==> src/verilog/dac_pkg.sv <==
// Shared constants for the dual channel converter control block
package dac_pkg;
  // ------------------------------------------------------------
  // Register map (byte addresses on the bus)
  // ------------------------------------------------------------
  localparam int          ADDR_W       = 4;
  localparam logic [3:0]  OFS_VALUE_CH0 = 4'h0;
  localparam logic [3:0]  OFS_VALUE_CH1 = 4'h4;
  localparam logic [3:0]  OFS_CONTROL   = 4'h8;

  // ------------------------------------------------------------
  // Field layout and reset values
  // ------------------------------------------------------------
  localparam int          DATA_W        = 8;
  localparam int          BIT_CH1_DRIVE = 7;
  localparam int          BIT_CH0_DRIVE = 6;
  localparam int          BIT_JOINT     = 5;
  localparam logic [4:0]  CTRL_RSVD     = 5'h1f;
  localparam logic [7:0]  VALUE_RESET   = 8'h00;
  localparam logic        CTRL_EN_RESET = 1'h0;

  // ------------------------------------------------------------
  // Timing
  // ------------------------------------------------------------
  localparam int          CLK_PERIOD_NS = 20;
  localparam int          T_CONV_NS     = 10000;
  // Longest conversion time rounds down to whole cycles
  localparam int          CONV_CYC      = T_CONV_NS / CLK_PERIOD_NS;
  localparam int          CNT_W         = 9;
endpackage : dac_pkg
==> src/verilog/dac_avs.sv <==
// Avalon-MM handshake helper: one wait cycle per access
`timescale 1ns/10ps
module dac_avs (
  input  wire logic clk,          // Peripheral clock
  input  wire logic rstn,         // Synchronous reset, active low
  input  wire logic read,         // Bus read request
  input  wire logic write,        // Bus write request
  output logic      waitrequest,  // Stall while first cycle
  output logic      accept        // Access completes this edge
);
  import dac_pkg::*;

  typedef struct packed {
    logic ack;
  } dac_avs_s;

  dac_avs_s s;
  dac_avs_s next_s;

  // ------------------------------------------------------------
  // Handshake
  // ------------------------------------------------------------
  // First cycle stalls so read data can be registered
  always_comb begin
    next_s     = s;
    next_s.ack = (read | write) & ~s.ack;
  end

  always_ff @(posedge clk) begin
    if (!rstn) begin
      s <= '0;
    end else begin
      s <= next_s;
    end
  end

  // Combinational handshake outputs
  assign waitrequest = (read | write) & ~s.ack;
  assign accept      = (read | write) & s.ack;

  // Request must complete after exactly one wait cycle
  a_wait_one_cycle: assert property (@(posedge clk) disable iff (!rstn)
    ((read | write) && waitrequest) |=> !waitrequest)
    else $error("access not answered after one wait cycle");
endmodule : dac_avs

==> src/verilog/dac_chan.sv <==
// One converter channel: conversion timing and output hold
`timescale 1ns/10ps
module dac_chan #(
  parameter int CONV_CYCLES = dac_pkg::CONV_CYC  // Conversion time
) (
  input  wire logic                   clk,      // Peripheral clock
  input  wire logic                   rstn,     // Sync reset, low
  input  wire logic                   conv_en,  // Conversion enabled
  input  wire logic                   drive_en, // Output drive on
  input  wire logic                   rewrite,  // Value just written
  input  wire logic [dac_pkg::DATA_W-1:0] value, // Value register
  output logic [dac_pkg::DATA_W-1:0]  code,     // Code to converter
  output logic                        drive,    // Analog drive on
  output logic                        busy,     // Converting
  output logic                        settled   // Result presented
);
  import dac_pkg::*;

  typedef struct packed {
    logic [DATA_W-1:0] code;
    logic [CNT_W-1:0]  cnt;
    logic              busy;
    logic              done;
    logic              en_q;
  } dac_chan_s;

  dac_chan_s s;
  dac_chan_s next_s;
  logic      start;

  // ------------------------------------------------------------
  // Conversion sequencing
  // ------------------------------------------------------------
  // Start on enable rising, or on rewrite while enabled
  assign start = conv_en & (~s.en_q | rewrite);

  // code held between starts
  always_comb begin
    next_s      = s;
    next_s.en_q = conv_en;
    if (!conv_en) begin
      next_s.busy = 1'b0;
      next_s.done = 1'b0;
    // restart on rewrite
    end else if (start) begin
      next_s.code = value;
      next_s.busy = 1'b1;
      next_s.done = 1'b0;
      next_s.cnt  = CNT_W'(CONV_CYCLES - 1);
    end else if (s.busy) begin
      if (s.cnt == '0) begin
        next_s.busy = 1'b0;
        next_s.done = 1'b1;
      end else begin
        next_s.cnt = s.cnt - 1'b1;
      end
    end
  end

  always_ff @(posedge clk) begin
    if (!rstn) begin
      s <= '0;
    end else begin
      s <= next_s;
    end
  end

  // present held code while driven
  assign code    = s.code;
  assign drive   = drive_en;
  assign busy    = s.busy;
  assign settled = s.done & drive_en;

  // Restart loads the full conversion count
  a_start_loads: assert property (@(posedge clk) disable iff (!rstn)
    start |=> busy && s.cnt == CNT_W'(CONV_CYCLES - 1))
    else $error("conversion did not restart with full count");

  // Code stays put until rewrite or disable
  a_hold_code: assert property (@(posedge clk) disable iff (!rstn)
    (s.done && conv_en && !rewrite) |=> $stable(code))
    else $error("held output changed without rewrite");
endmodule : dac_chan

==> src/verilog/dac_ctrl.sv <==
// Register side control of the two channel converter
// ------------------------------------------------------------
// Overview of operation
// Each channel has an 8-bit read/write value register.
// An enabled channel presents its value to its converter.
// Control bit 7 enables conversion and drive of channel 1.
// Control bit 6 enables conversion and drive of channel 0.
// Control bit 5 makes both channels convert together.
// Each output is driven only by its own drive enable bit.
// Control bits 4 to 0 read as ones and ignore writes.
// Rewriting a converting channel restarts its conversion.
// A result holds until rewritten or its drive bit clears.
// Reset leaves both channels off, reserved bits at ones.
// ------------------------------------------------------------
`timescale 1ns/10ps
module dac_ctrl #(
  parameter int CONV_CYCLES = dac_pkg::CONV_CYC  // Conversion time
) (
  input  wire logic                     clk,            // Clock
  input  wire logic                     rstn,           // Reset, low
  input  wire logic [dac_pkg::ADDR_W-1:0] address,      // Byte addr
  input  wire logic                     read,           // Read req
  input  wire logic                     write,          // Write req
  input  wire logic [31:0]              writedata,      // Write data
  input  wire logic [3:0]               byteenable,     // Lanes
  output logic [31:0]                   readdata,       // Read data
  output logic                          waitrequest,    // Stall
  output logic [dac_pkg::DATA_W-1:0]    analog_out_ch0, // Code ch0
  output logic                          drive_ch0,      // Drive ch0
  output logic                          busy_ch0,       // Conv ch0
  output logic                          settled_ch0,    // Result ch0
  output logic [dac_pkg::DATA_W-1:0]    analog_out_ch1, // Code ch1
  output logic                          drive_ch1,      // Drive ch1
  output logic                          busy_ch1,       // Conv ch1
  output logic                          settled_ch1     // Result ch1
);
  import dac_pkg::*;

  // ------------------------------------------------------------
  // State
  // ------------------------------------------------------------
  typedef struct packed {
    logic [DATA_W-1:0] conv_value_ch0;
    logic [DATA_W-1:0] conv_value_ch1;
    logic              ch1_drive_enable;
    logic              ch0_drive_enable;
    logic              joint_conversion_enable;
    logic              rewrite_ch0;
    logic              rewrite_ch1;
    logic [31:0]       rdata;
  } dac_ctrl_s;

  dac_ctrl_s   s;
  dac_ctrl_s   next_s;
  logic        accept;
  logic        wr_low;
  logic        conv_en_ch0;
  logic        conv_en_ch1;

  // ------------------------------------------------------------
  // Helpers
  // ------------------------------------------------------------
  // Control byte as software sees it
  function automatic logic [DATA_W-1:0] ctrl_image(
    input logic c1, input logic c0, input logic j);
    // reserved bits read ones
    ctrl_image = {c1, c0, j, CTRL_RSVD};
  endfunction

  // Read mux, unmapped offsets read zero
  function automatic logic [31:0] read_mux(
    input logic [ADDR_W-1:0] a, input dac_ctrl_s r);
    read_mux = '0;
    unique case (a)
      OFS_VALUE_CH0: read_mux[DATA_W-1:0] = r.conv_value_ch0;
      OFS_VALUE_CH1: read_mux[DATA_W-1:0] = r.conv_value_ch1;
      OFS_CONTROL:   read_mux[DATA_W-1:0] =
        ctrl_image(r.ch1_drive_enable, r.ch0_drive_enable,
                   r.joint_conversion_enable);
      default:       read_mux = '0;
    endcase
  endfunction

  // ------------------------------------------------------------
  // Bus handshake
  // ------------------------------------------------------------
  dac_avs u_avs (
    .clk         (clk),
    .rstn        (rstn),
    .read        (read),
    .write       (write),
    .waitrequest (waitrequest),
    .accept      (accept)
  );

  // Registers live in byte lane 0 only
  assign wr_low = write & accept & byteenable[0];

  // ------------------------------------------------------------
  // Register file
  // ------------------------------------------------------------
  // Read data is captured during the wait cycle so it is a flop
  always_comb begin
    next_s             = s;
    next_s.rewrite_ch0 = 1'b0;
    next_s.rewrite_ch1 = 1'b0;
    if (read && waitrequest) begin
      next_s.rdata = read_mux(address, s);
    end
    if (wr_low) begin
      unique case (address)
        // value register writes
        OFS_VALUE_CH0: begin
          next_s.conv_value_ch0 = writedata[DATA_W-1:0];
          next_s.rewrite_ch0    = 1'b1;
        end
        OFS_VALUE_CH1: begin
          next_s.conv_value_ch1 = writedata[DATA_W-1:0];
          next_s.rewrite_ch1    = 1'b1;
        end
        // low five bits not stored
        OFS_CONTROL: begin
          next_s.ch1_drive_enable        = writedata[BIT_CH1_DRIVE];
          next_s.ch0_drive_enable        = writedata[BIT_CH0_DRIVE];
          next_s.joint_conversion_enable = writedata[BIT_JOINT];
        end
        default: begin
          next_s.rewrite_ch0 = 1'b0;
        end
      endcase
    end
  end

  // reset all channels off
  always_ff @(posedge clk) begin
    if (!rstn) begin
      s                         <= '0;
      s.conv_value_ch0          <= VALUE_RESET;
      s.conv_value_ch1          <= VALUE_RESET;
      s.ch1_drive_enable        <= CTRL_EN_RESET;
      s.ch0_drive_enable        <= CTRL_EN_RESET;
      s.joint_conversion_enable <= CTRL_EN_RESET;
    end else begin
      s <= next_s;
    end
  end

  assign readdata = s.rdata;

  // ------------------------------------------------------------
  // Conversion control
  // ------------------------------------------------------------
  // bit 7 converts channel 1
  // joint bit converts both
  assign conv_en_ch1 = s.ch1_drive_enable | s.joint_conversion_enable;
  // bit 6 converts channel 0
  assign conv_en_ch0 = s.ch0_drive_enable | s.joint_conversion_enable;

  // ------------------------------------------------------------
  // Channels
  // ------------------------------------------------------------
  // drive follows own bit only
  dac_chan #(
    .CONV_CYCLES (CONV_CYCLES)
  ) u_ch0 (
    .clk      (clk),
    .rstn     (rstn),
    .conv_en  (conv_en_ch0),
    .drive_en (s.ch0_drive_enable),
    .rewrite  (s.rewrite_ch0),
    .value    (s.conv_value_ch0),
    .code     (analog_out_ch0),
    .drive    (drive_ch0),
    .busy     (busy_ch0),
    .settled  (settled_ch0)
  );

  // Rewrite pulse lags the write by one edge so value is stable
  dac_chan #(
    .CONV_CYCLES (CONV_CYCLES)
  ) u_ch1 (
    .clk      (clk),
    .rstn     (rstn),
    .conv_en  (conv_en_ch1),
    .drive_en (s.ch1_drive_enable),
    .rewrite  (s.rewrite_ch1),
    .value    (s.conv_value_ch1),
    .code     (analog_out_ch1),
    .drive    (drive_ch1),
    .busy     (busy_ch1),
    .settled  (settled_ch1)
  );

  // ------------------------------------------------------------
  // Checks
  // ------------------------------------------------------------
  // Accepted value write shows up on the next read of it
  a_value_write: assert property (@(posedge clk) disable iff (!rstn)
    (wr_low && address == OFS_VALUE_CH0)
    |=> s.conv_value_ch0 == $past(writedata[DATA_W-1:0]))
    else $error("channel 0 value write lost");

  // Channel 1 value write lands as well
  a_value_write1: assert property (@(posedge clk) disable iff (!rstn)
    (wr_low && address == OFS_VALUE_CH1)
    |=> s.conv_value_ch1 == $past(writedata[DATA_W-1:0]))
    else $error("channel 1 value write lost");

  // Masked lane leaves both value registers and the bit 6 enable alone
  a_lane_masked: assert property (@(posedge clk) disable iff (!rstn)
    (write && accept && !byteenable[0])
    |=> $stable(s.conv_value_ch0) && $stable(s.conv_value_ch1)
        && $stable(s.ch0_drive_enable))
    else $error("write with lane 0 off changed a register");

  // Value read returns the register in lane 0
  a_value_read: assert property (@(posedge clk) disable iff (!rstn)
    (read && waitrequest && address == OFS_VALUE_CH0)
    |=> readdata == {24'h0, $past(s.conv_value_ch0)})
    else $error("channel 0 value read wrong");

  // Settled channel presents its value register
  a_present_value: assert property (@(posedge clk) disable iff (!rstn)
    (settled_ch1 && !s.rewrite_ch1 && !busy_ch1)
    |-> analog_out_ch1 == s.conv_value_ch1)
    else $error("channel 1 code differs from value register");

  // Channel 0 likewise presents its value register
  a_present_ch0: assert property (@(posedge clk) disable iff (!rstn)
    (settled_ch0 && !s.rewrite_ch0 && !busy_ch0)
    |-> analog_out_ch0 == s.conv_value_ch0)
    else $error("channel 0 code differs from value register");

  // Bit 7 alone starts channel 1 and drives it
  a_ch1_enable: assert property (@(posedge clk) disable iff (!rstn)
    $rose(conv_en_ch1) && !s.joint_conversion_enable
    |=> busy_ch1 && drive_ch1)
    else $error("channel 1 did not start on enable");

  // Bit 6 alone starts channel 0 and drives it
  a_ch0_enable: assert property (@(posedge clk) disable iff (!rstn)
    $rose(conv_en_ch0) && !s.joint_conversion_enable
    |=> busy_ch0 && drive_ch0)
    else $error("channel 0 did not start on enable");

  // Bit 6 cleared removes channel 0 drive at once
  a_ch0_disable: assert property (@(posedge clk) disable iff (!rstn)
    !s.ch0_drive_enable |-> !drive_ch0 && !settled_ch0)
    else $error("channel 0 driven while disabled");

  // Bit 7 cleared removes channel 1 drive at once
  a_ch1_disable: assert property (@(posedge clk) disable iff (!rstn)
    !s.ch1_drive_enable |-> !drive_ch1 && !settled_ch1)
    else $error("channel 1 driven while disabled");

  // Joint bit converts both without drive
  a_joint_both: assert property (@(posedge clk) disable iff (!rstn)
    $rose(conv_en_ch0) && $rose(conv_en_ch1) && !s.ch0_drive_enable
    && !s.ch1_drive_enable
    |=> busy_ch0 && busy_ch1 && !drive_ch0 && !drive_ch1)
    else $error("joint conversion misbehaved");

  // Joint conversion never drives channel 1 while bit 7 is clear
  a_drive_own_bit: assert property (@(posedge clk) disable iff (!rstn)
    (s.joint_conversion_enable && !s.ch1_drive_enable)
    |-> !drive_ch1 && !settled_ch1)
    else $error("channel 1 driven by joint bit");

  // Joint conversion never drives channel 0 either
  a_drive_own0: assert property (@(posedge clk) disable iff (!rstn)
    (s.joint_conversion_enable && !s.ch0_drive_enable)
    |-> !drive_ch0 && !settled_ch0)
    else $error("channel 0 driven by joint bit");

  // Control read returns ones in the reserved bits
  a_rsvd_ones: assert property (@(posedge clk) disable iff (!rstn)
    (read && waitrequest && address == OFS_CONTROL)
    |=> readdata[4:0] == CTRL_RSVD && readdata[31:8] == '0)
    else $error("reserved control bits not read as ones");

  // Control write stores bits 7 to 5 only
  a_ctrl_write: assert property (@(posedge clk) disable iff (!rstn)
    (wr_low && address == OFS_CONTROL)
    |=> {s.ch1_drive_enable, s.ch0_drive_enable, s.joint_conversion_enable}
        == $past(writedata[BIT_CH1_DRIVE:BIT_JOINT]))
    else $error("control write stored wrongly");

  // Value rewrite while converting restarts the channel
  a_rewrite_restart: assert property (@(posedge clk) disable iff (!rstn)
    (wr_low && address == OFS_VALUE_CH0 && conv_en_ch0
     && !(write && address == OFS_CONTROL))
    |=> ##1 busy_ch0 && !settled_ch0)
    else $error("rewrite did not restart channel 0");

  // Value rewrite restarts channel 1 as well
  a_rewrite_ch1: assert property (@(posedge clk) disable iff (!rstn)
    (wr_low && address == OFS_VALUE_CH1 && conv_en_ch1)
    |=> ##1 busy_ch1 && !settled_ch1)
    else $error("rewrite did not restart channel 1");

  // Settled result holds while nothing changes
  a_result_hold: assert property (@(posedge clk) disable iff (!rstn)
    (settled_ch0 && !s.rewrite_ch0 && !wr_low)
    |=> settled_ch0 && $stable(analog_out_ch0))
    else $error("channel 0 result dropped");

  // Clearing the enable ends conversion and result
  a_disable_stop: assert property (@(posedge clk) disable iff (!rstn)
    $fell(conv_en_ch1) |=> !busy_ch1 && !settled_ch1)
    else $error("channel 1 kept running after disable");

  // Out of reset nothing converts or drives
  a_reset_off: assert property (@(posedge clk)
    !rstn |=> !drive_ch0 && !drive_ch1 && !busy_ch0 && !busy_ch1)
    else $error("channel active after reset");
endmodule : dac_ctrl

==> config.mk <==
export PLATFORM = sky130hd
export DESIGN_NAME = dac_ctrl
export DESIGN_NICKNAME = d
export VERILOG_FILES = /design/src/verilog/dac_pkg.sv /design/src/verilog/dac_avs.sv /design/src/verilog/dac_chan.sv /design/src/verilog/dac_ctrl.sv
export SDC_FILE = /design/constraint.sdc
export NUM_CORES = 1
export LEC_CHECK = 0
export ABC_AREA = 1
export BUFFER_PORTS_ARGS = -buffer_cell sky130_fd_sc_hd__buf_2
export CAP_MARGIN = 30
export CORE_ASPECT_RATIO = 1.25
export CORE_MARGIN = 2
export CORE_UTILIZATION = 56
export CTS_CLUSTER_SIZE = 12
export DETAILED_ROUTE_END_ITERATION = 7
export GPL_ROUTABILITY_DRIVEN = 0
export PLACE_DENSITY = 0.82
export RECOVER_POWER = 100
export SETUP_SLACK_MARGIN = 0.2
export SYNTH_ARGS = -nofsm -noshare
export SYNTH_HDL_FRONTEND = slang
export SYNTH_SLANG_ARGS = --single-unit
export TNS_END_PERCENT = 1
==> constraint.sdc <==
create_clock -name clk -period 3.6 [get_ports clk]
set_clock_uncertainty 0.15 [all_clocks]
set_input_delay 0 -clock clk [delete_from_list [all_inputs] [get_ports clk]]
set_output_delay 0 -clock clk [all_outputs]
set_load 0.02 [all_outputs]
==> summary by stage, run 1 <==
Outcome
The run finished, with violations left. The checks that failed: max-capacitance violations, max-slew violations.

Synth
In this run the mean area of a mapped cell was 7.00 um^2. In this run, synthesis produced a sequential element count of 70. The unique cell type count in the Yosys netlist is 26. The total of warnings raised by yosys is 0. After technology mapping, the gate count stands at 490. Sequential cells were found to cover 40.9% of the synthesized design area. The synthesized netlist occupies a cell area of 3430 um^2.

CTS
Clock tree synthesis inserted a total of 9 buffers. The clock tree from TritonCTS is done. After clock tree synthesis, the setup repair step added 0 buffers.

At the later pin of the worst-skew pair, clock insertion delay measures 340 ps. The number of sinks on the clock net is 70. Counting along the longest clock path gives a buffer depth of 2. The master cell of the clock root buffer is clkbuf_8. After clock tree synthesis, the clock-pin slew on the worst setup and hold paths is 70 ps.

CTS built an H-tree with a depth of 3.

Cells and area
Excluding fillers, the count of instances in the completed layout stands at 608. Compared with the post-synthesis result, the final layout area differs by 6.93%. With fillers left out, the area of the finished cells amounts to 3670 um^2. Of the cells placed in the final design, the portion with a size suffix greater than 1 is 9.51%. The number of antenna diodes in the final layout is 0. Leaving out fill and tap cells, the most frequent cells in the layout are nor2_1, nand2_1, dfxtp_1. The layout filler cell count is 539.

The net count of the finished layout is 569. The library cell used most frequently in the layout, excluding fill and tap cells, is nor2_1.

GRT
Across every metal layer, demand over resource in global routing totals 22.7%. The initial antenna violation count is 0. The total global routing overflow is 0. The first-pass GRT wire length is 12100 um. Entering global routing, the biggest net connects 51 pins. The number of global-route vias before repair was 2734.

Route
Summing over every cut layer, the via total after detailed routing is 3058. The final layout contains routed wiring with a total length of 7230 um. The length of the first detailed-routing pass in iterations is 5.

After detailed routing, the average wire length per cell comes to 11.9 um. In the routed design, unresolved DRC markers number 0. In this run the remaining antenna-violating nets after routing total 0. Using the TritonRoute via totals, the vias-per-cell ratio works out to 5.03.

The number of DRC violations after detailed-routing iteration 0 is 177.

Power and ir drop
The cell area power density is 412 nW/um^2. For this design the static power due to leakage is 1.66 nW. IR analysis of the VDD net gives a maximum drop of 0.000330 V.

Setup path
The biggest cell delay along the critical path is 1240 ps. The count of buffer and inverter cells on the critical path is 2. The worst setup path is captured at a flop. The number of cells on the worst reg-to-reg path is 7. In this run the worst path has a maximum fanout of 50. By startpoint and endpoint, the worst setup path is classified as input pin to flop. The capturing point of the worst reg2reg path is u_ch0.s[6]$_SDFFE_PN0P_.

The flop-to-flop setup slack is 1280 ps. The worst register-to-register path begins at s[35]$_SDFFE_PN0P_. The critical path goes through clkbuf_1 > inv_1 > nor2_1 > nand2_1 > a21oi_1. The data required time at the worst endpoint is 3720 ps. The startpoint type of the worst setup path is an input pin.

On the critical path, the stage with the largest delay is an instance of clkbuf_1. The cell family contributing the most delay on the critical path is buffers and inverters. For the worst setup path, the data arrival time is 2550 ps.

STA
For this run, the top clock speed supported by timing is 412 MHz. The worst relative slew slack is -17.2%. Setup repair after global routing left no endpoint under its margin. The final total negative setup slack is 0 ps. The worst hold-check slack is 25.5 ps.

After layout, the minimum clock period comes to 2430 ps. At the pin with the least slew margin, the transition time is 1760 ps. The final setup violation count is 0. The final count of pins violating max slew is 51. The number of failing hold endpoints at the final stage is 0. The portion of the clock cycle consumed by the worst path in the final layout is 67.4%.

Placed design
Summing all placed instances gives a cell area of 3430 um^2. The number of buffers inserted by port buffering is 47. Including well taps, the total number of placed cells is 583. The final HPWL from detailed placement is 5010 um.

Hold path
In this run the worst hold path is classified as input pin to flop. The startpoint identified for the worst hold timing path is write. The endpoint with the worst hold slack is s[34]$_SDFFE_PN0P_. Counting instances, the worst hold path has a depth of 5.

Floorplanning
The number of cell rows is 31. The die boundary height is 91.5 um. In this run the count of I/O pins placed on the die edge is 99. From left edge to right edge, the die measures 74.0 um. Once the floorplan was initialized, standard cells occupied 58.6% of the core. The placeable core region is 5860 um^2.

The die covers 6770 um^2.

Run
The tool flagged a number of max-cap violations equal to 1.
==> metal layers <==
metal  vias to the layer above  wire length (um)  track usage [%]
li1                       1539                 -                -
met1                      1414              3070             28.4
met2                        93              3640             37.3
met3                        12               380             5.55
met4                         0               135             8.18
met5                         -                 0                0
==> state kept, by name, summed over array words and instances, names as in the netlist <==
name,count
u_ch0.s,11
s,21
u_ch0.code,8
u_avs.s,1
u_ch0.busy,1
u_ch1.s,11
u_ch1.busy,1
readdata,8
u_ch1.code,8
==> logic make-up after synthesis <==
group	count (synthesis)	synth area share [%]
other	1	0.109
flip-flops	70	40.9
buffers and inverters	98	16.5
AND/OR/NAND/NOR	244	30.6
AO/OA/AOI/OAI	74	10.9
adder cells (fa/ha/maj)	2	0.730
XOR/XNOR	1	0.255
==> worst max-delay path by stage <==
stage	cells past startpoint	slack, ps	start	to
floorplan	9	2030	u_ch0.s[3]$_SDFFE_PN0P_	u_ch0.s[6]$_SDFFE_PN0P_
global placement	6	1650	s[34]$_SDFFE_PN0P_	u_ch0.s[3]$_SDFFE_PN0P_
detailed placement	6	1660	s[34]$_SDFFE_PN0P_	u_ch0.s[3]$_SDFFE_PN0P_
CTS	6	1640	s[34]$_SDFFE_PN0P_	u_ch0.s[3]$_SDFFE_PN0P_
global route	5	810	rstn	u_ch1.s[1]$_SDFFE_PP0P_
finish	5	1170	rstn	u_ch1.s[1]$_SDFFE_PP0P_
==> stage by stage <==
step	worst slack [ps]	power, mW	util [%]
2_1_floorplan	2030	0.902	-
3_3_place_gp	1650	0.900	58.6
3_5_place_dp	1660	0.903	58.6
4_1_cts	1640	1.52	63.7
5_1_grt	810	1.57	62.6
6_report	1170	1.51	62.6
==> repair_timing <==
| action | in CTS | in global routing |
|---|---|---|
| endpoints found under the hold margin | 29 | 0 |
| gates resized for setup | 0 | 0 |
| hold buffers | 11 | 0 |
==> cell usage after synthesis <==
| cell | count | area share (%) |
|---|---|---|
| o21a_1 | 1 | 0.22 |
| inv_2 | 8 | 0.88 |
| buf_4 | 49 | 11 |
| xnor2_1 | 1 | 0.26 |
| nand2_2 | 7 | 1.3 |
| nor3_1 | 3 | 0.44 |
| nand2_1 | 72 | 7.9 |
| inv_1 | 31 | 3.4 |
| o21ai_1 | 11 | 1.6 |
| or2_2 | 1 | 0.18 |
| buf_6 | 1 | 0.33 |
| nand3_2 | 1 | 0.29 |
| nor2_1 | 116 | 13 |
| dfxtp_1 | 70 | 41 |
| ha_1 | 2 | 0.73 |
| a21oi_1 | 26 | 3.8 |
| nor2_2 | 7 | 1.3 |
| clkbuf_4 | 1 | 0.22 |
| nand3_1 | 28 | 4.1 |
| buf_2 | 3 | 0.44 |
| nor2_4 | 4 | 1.3 |
| conb_1 | 1 | 0.11 |
| nand4_1 | 3 | 0.55 |
| nand2_4 | 2 | 0.66 |
| clkbuf_1 | 5 | 0.55 |
| o21ai_0 | 36 | 5.3 |
==> where the power goes <==
| part | switching [mW] | total, mW | internal [mW] | leakage [nW] |
|---|---|---|---|---|
| Clock | 0.268 | 0.619 | 0.351 | 0.0956 |
| Sequential | 0.00523 | 0.786 | 0.781 | 0.564 |
| Combinational | 0.0756 | 0.107 | 0.0313 | 1.00 |
| Total | 0.349 | 1.51 | 1.16 | 1.66 |
==> worst min-delay path: stages <==
cell     delay [ps]
buf_2           100
nand3_1         110
nor2_2           70
o21ai_0         140
nor2_1           50
==> area by class of cell <==
class	instances	area, um^2	share of cell area, %
well taps	82	103	2.80
multi-input cells	345	1520	41.5
flip-flops and latches	70	1400	38.2
repair buffers	58	305	8.32
clock inverters	1	30.0	0.819
inverters	39	146	3.99
clock buffers	13	159	4.33
Power figures use the tool's default switching activity.
==> inputs of run 2 (changes only) <==
--- a/config.mk
+++ b/config.mk
@@ -10,11 +10,11 @@
 export CAP_MARGIN = 30
 export CORE_ASPECT_RATIO = 1.25
 export CORE_MARGIN = 2
-export CORE_UTILIZATION = 56
+export CORE_UTILIZATION = 47
 export CTS_CLUSTER_SIZE = 12
 export DETAILED_ROUTE_END_ITERATION = 7
 export GPL_ROUTABILITY_DRIVEN = 0
-export PLACE_DENSITY = 0.82
+export PLACE_DENSITY = 0.73
 export RECOVER_POWER = 100
 export SETUP_SLACK_MARGIN = 0.2
 export SYNTH_ARGS = -nofsm -noshare
==> constraint.sdc (replaced) <==
create_clock -name clk -period 2.2 [get_ports clk]
set_clock_uncertainty 0.15 [all_clocks]
set_input_delay 0 -clock clk [delete_from_list [all_inputs] [get_ports clk]]
set_output_delay 0 -clock clk [all_outputs]
set_load 0.02 [all_outputs]
==> run 2 against run 1 <==
  * The flow now finishes without violations
  * Setup slack got worse by 840 ps
  * Flip-flop and latch count unchanged
  * Non-clock buffer count increased by 3
  * Largest cell class unchanged
  * Final area increased by 3.2%
  * Largest power group is now clock
  * Die area increased by 18%
  * Highest routed layer unchanged
==> summary by stage, run 2 (synthesis results as in run 1) <==
GRT
Entering global routing, the biggest net connects 50 pins. In the global route stage, overall resource usage came out at 18.8%. The number of global-route vias before repair is 2627. The first global-routing pass estimated 11800 um of wire. The initial antenna violation count is 0. The total global routing overflow is 0.

Power and ir drop
The cell area power density is 774 nW/um^2. The post-route total power is 2.93 mW. The worst-case IR drop observed on VDD is 0.000516 V. The leakage component of the power is 1.72 nW.

Setup path
Together, buffers and inverters on the worst path number 1. The nature of the critical path endpoint is a flop. The startpoint type of the worst setup path is a flop. Traced cell by cell, the critical path runs through inv_1 > ha_1 > nand2_1 > nor2_2 > nand3_1 > nand2_4 > nand2_4 > o21ai_0 > nor2_1.

On the worst path, the slowest cell contributes a delay of 310 ps. The critical path is of the flop to flop type. The cell family contributing the most delay on the critical path is simple AND/OR/NAND/NOR gates. The largest individual stage delay along the critical path comes from the cell dfxtp_1. Setup slack on the worst reg-to-reg path comes out at 330 ps. The most numerous cell type found on the critical path is nand2_4.

STA puts the critical path data arrival time at 1950 ps. Along the worst path, the maximum fanout reaches 7. The data required time at the worst endpoint is 2280 ps.

Placed design
The post-place setup slack is 449 ps. Input and output buffers added on the ports amount to 47. The final HPWL from detailed placement is 5110 um.

CTS
After clock tree synthesis, the flow added hold-fix buffers numbering 11. CTS placed an instance of clkbuf_8 at the clock tree root. No sink is reached through more buffers than the 2 on the longest clock path. The setup fix buffers added after clock tree synthesis is 0. After clock tree synthesis, the clock-pin slew on the worst setup and hold paths is 80 ps. Buffers inserted during clock tree synthesis total 9.

TritonCTS built the clock tree. The clock latency on the worst-skew pair is 340 ps. The number of sinks on the clock net is 70.

In this run, post-CTS repair resized a total of 0 instances. The CTS H-tree depth is 3.

Cells and area
In the final layout, the registers with the most flip-flops are s (21), u_ch0.s (11), u_ch1.s (11). The top cell types in the final layout, fill and taps aside, are nor2_1, nand2_1, dfxtp_1. 0 antenna diodes ended up in the layout. The share of final-layout standard cells stronger than drive strength 1 is 9.98%.

The final layout contains 572 nets. The register with the most flip-flops in the layout has 21 of them. The largest register by flop count is s. The library cell used most frequently in the layout, excluding fill and tap cells, is nor2_1. The area growth from synthesis to layout is 10.4%.

Outcome
The flow ran to the end, and the final reports show no timing, DRC or antenna violations.

Route
After detailed routing, the number of remaining DRC violations is 0. The number of DRC violations after detailed-routing iteration 0 is 163. The length of the first detailed-routing pass in iterations is 5. The via density per instance is 4.82. The detail route stage leaves a number of antenna-violating nets equal to 0. The post-detailed-routing wire length is 7220 um. The routed layout has 2992 vias. Dividing the detail-routed wire length by the instance count gives 11.6 um.

Hold path
The type of the most critical hold path is input pin to flop.

STA
Based on the critical path, the design can be clocked at up to 535 MHz. At the pin with the least slew margin, the transition time is 639 ps. The number of failing hold endpoints at the final stage is 0. Subtracting the final worst setup slack from the clock period gives 1870 ps. Measured against its own limit, the worst slew margin works out to 57.3%. The final count of pins violating max slew is 0. Once routing completed, OpenROAD measured the worst setup slack at 330 ps. The final critical path takes up 85.0% of the cycle.

In the final timing run, aggregate negative setup slack is 0 ps. Setup repair after global routing left no endpoint under its margin. The final setup violation count is 0.

Floorplanning
During I/O placement, the number of pins put on the boundary was 99. Measured along the x axis, the die boundary spans 80.4 um. The floorplan step defined a die boundary enclosing 8000 um^2.

The placeable core region is 7020 um^2. The starting density of the core is 48.9%. The die boundary height is 99.5 um. The floorplan has 34 rows.

Run
The max-capacitance violation count is 0.
==> run 2: cell types whose count changed in the layout (fill, tap and decap cells not counted), moves of 2 or more <==
cell | previous run | this run
nor2_1 | 118 | 122
o21ai_0 | 45 | 39
nand2_1 | 76 | 74
clkbuf_1 | 34 | 32
nor2_2 | 6 | 3
clkinv_2 | 0 | 2
o21ai_1 | 2 | 8
bufinv_16 | 1 | 5
clkbuf_8 | 11 | 9
buf_4 | 0 | 3
==> run 2: layout make-up <==
cell class | instances | area, um^2
Inverter | 39 | 146
Clock buffer | 9 | 124
Tap cell | 90 | 113
Fill cell | 714 | 3230
Multi-Input combinational cell | 345 | 1510
Sequential cell | 70 | 1400
Clock inverter | 7 | 160
Timing Repair Buffer | 61 | 328
==> run 2: where the power goes <==
part | total [mW] | internal (mW) | switching (mW)
combinational | 0.178 | 0.0539 | 0.124
sequential | 1.29 | 1.28 | 0.00813
clock | 1.47 | 0.979 | 0.489
==> run 2: metal layers <==
metal  up-vias  share of wire, %  GRT usage [%]  routed length [um]
met2        95                50           31.5                3640
met1      1340                42           23.1                3060
met4         0               1.6           7.95                 119
met5         -                 0              0                   0
met3        10               5.5           4.17                 395
li1       1547                 -              -                   -
==> run 2: per-stage QoR <==
step / util [%] / hold slack, ps / instances / instance area (um^2)
floorplan: - / -15.1 / 513 / 3520
global placement: 49.4 / 104 / 594 / 3470
detailed placement: 49.4 / 115 / 594 / 3470
CTS: 55.0 / 3.89 / 621 / 3860
global route: 53.9 / 37.9 / 621 / 3780
finish: 53.9 / 14.3 / 621 / 3780
==> run 2: path summary, 6_finish.rpt <==
kind,startpoint,cells past startpoint,endpoint
setup reg to reg,u_ch0.s[3]$_SDFFE_PN0P_,9,u_ch0.s[4]$_SDFFE_PN0P_
hold reg to reg,u_ch1.s[1]$_SDFFE_PP0P_,2,u_ch1.s[1]$_SDFFE_PP0P_
hold / removal,byteenable[0],5,s[35]$_SDFFE_PN0P_
setup / recovery,u_ch0.s[3]$_SDFFE_PN0P_,9,u_ch0.s[4]$_SDFFE_PN0P_
==> run 2: worst register-to-register path: cells and delay by family, from the launching register on <==
kind                       cells  cell delay, ps
AOI/OAI and AO/OA              1             160
and+or+nand+nor                6             780
buffers and inverters          1             110
adders and majority gates      1             250
DFF                            1             310
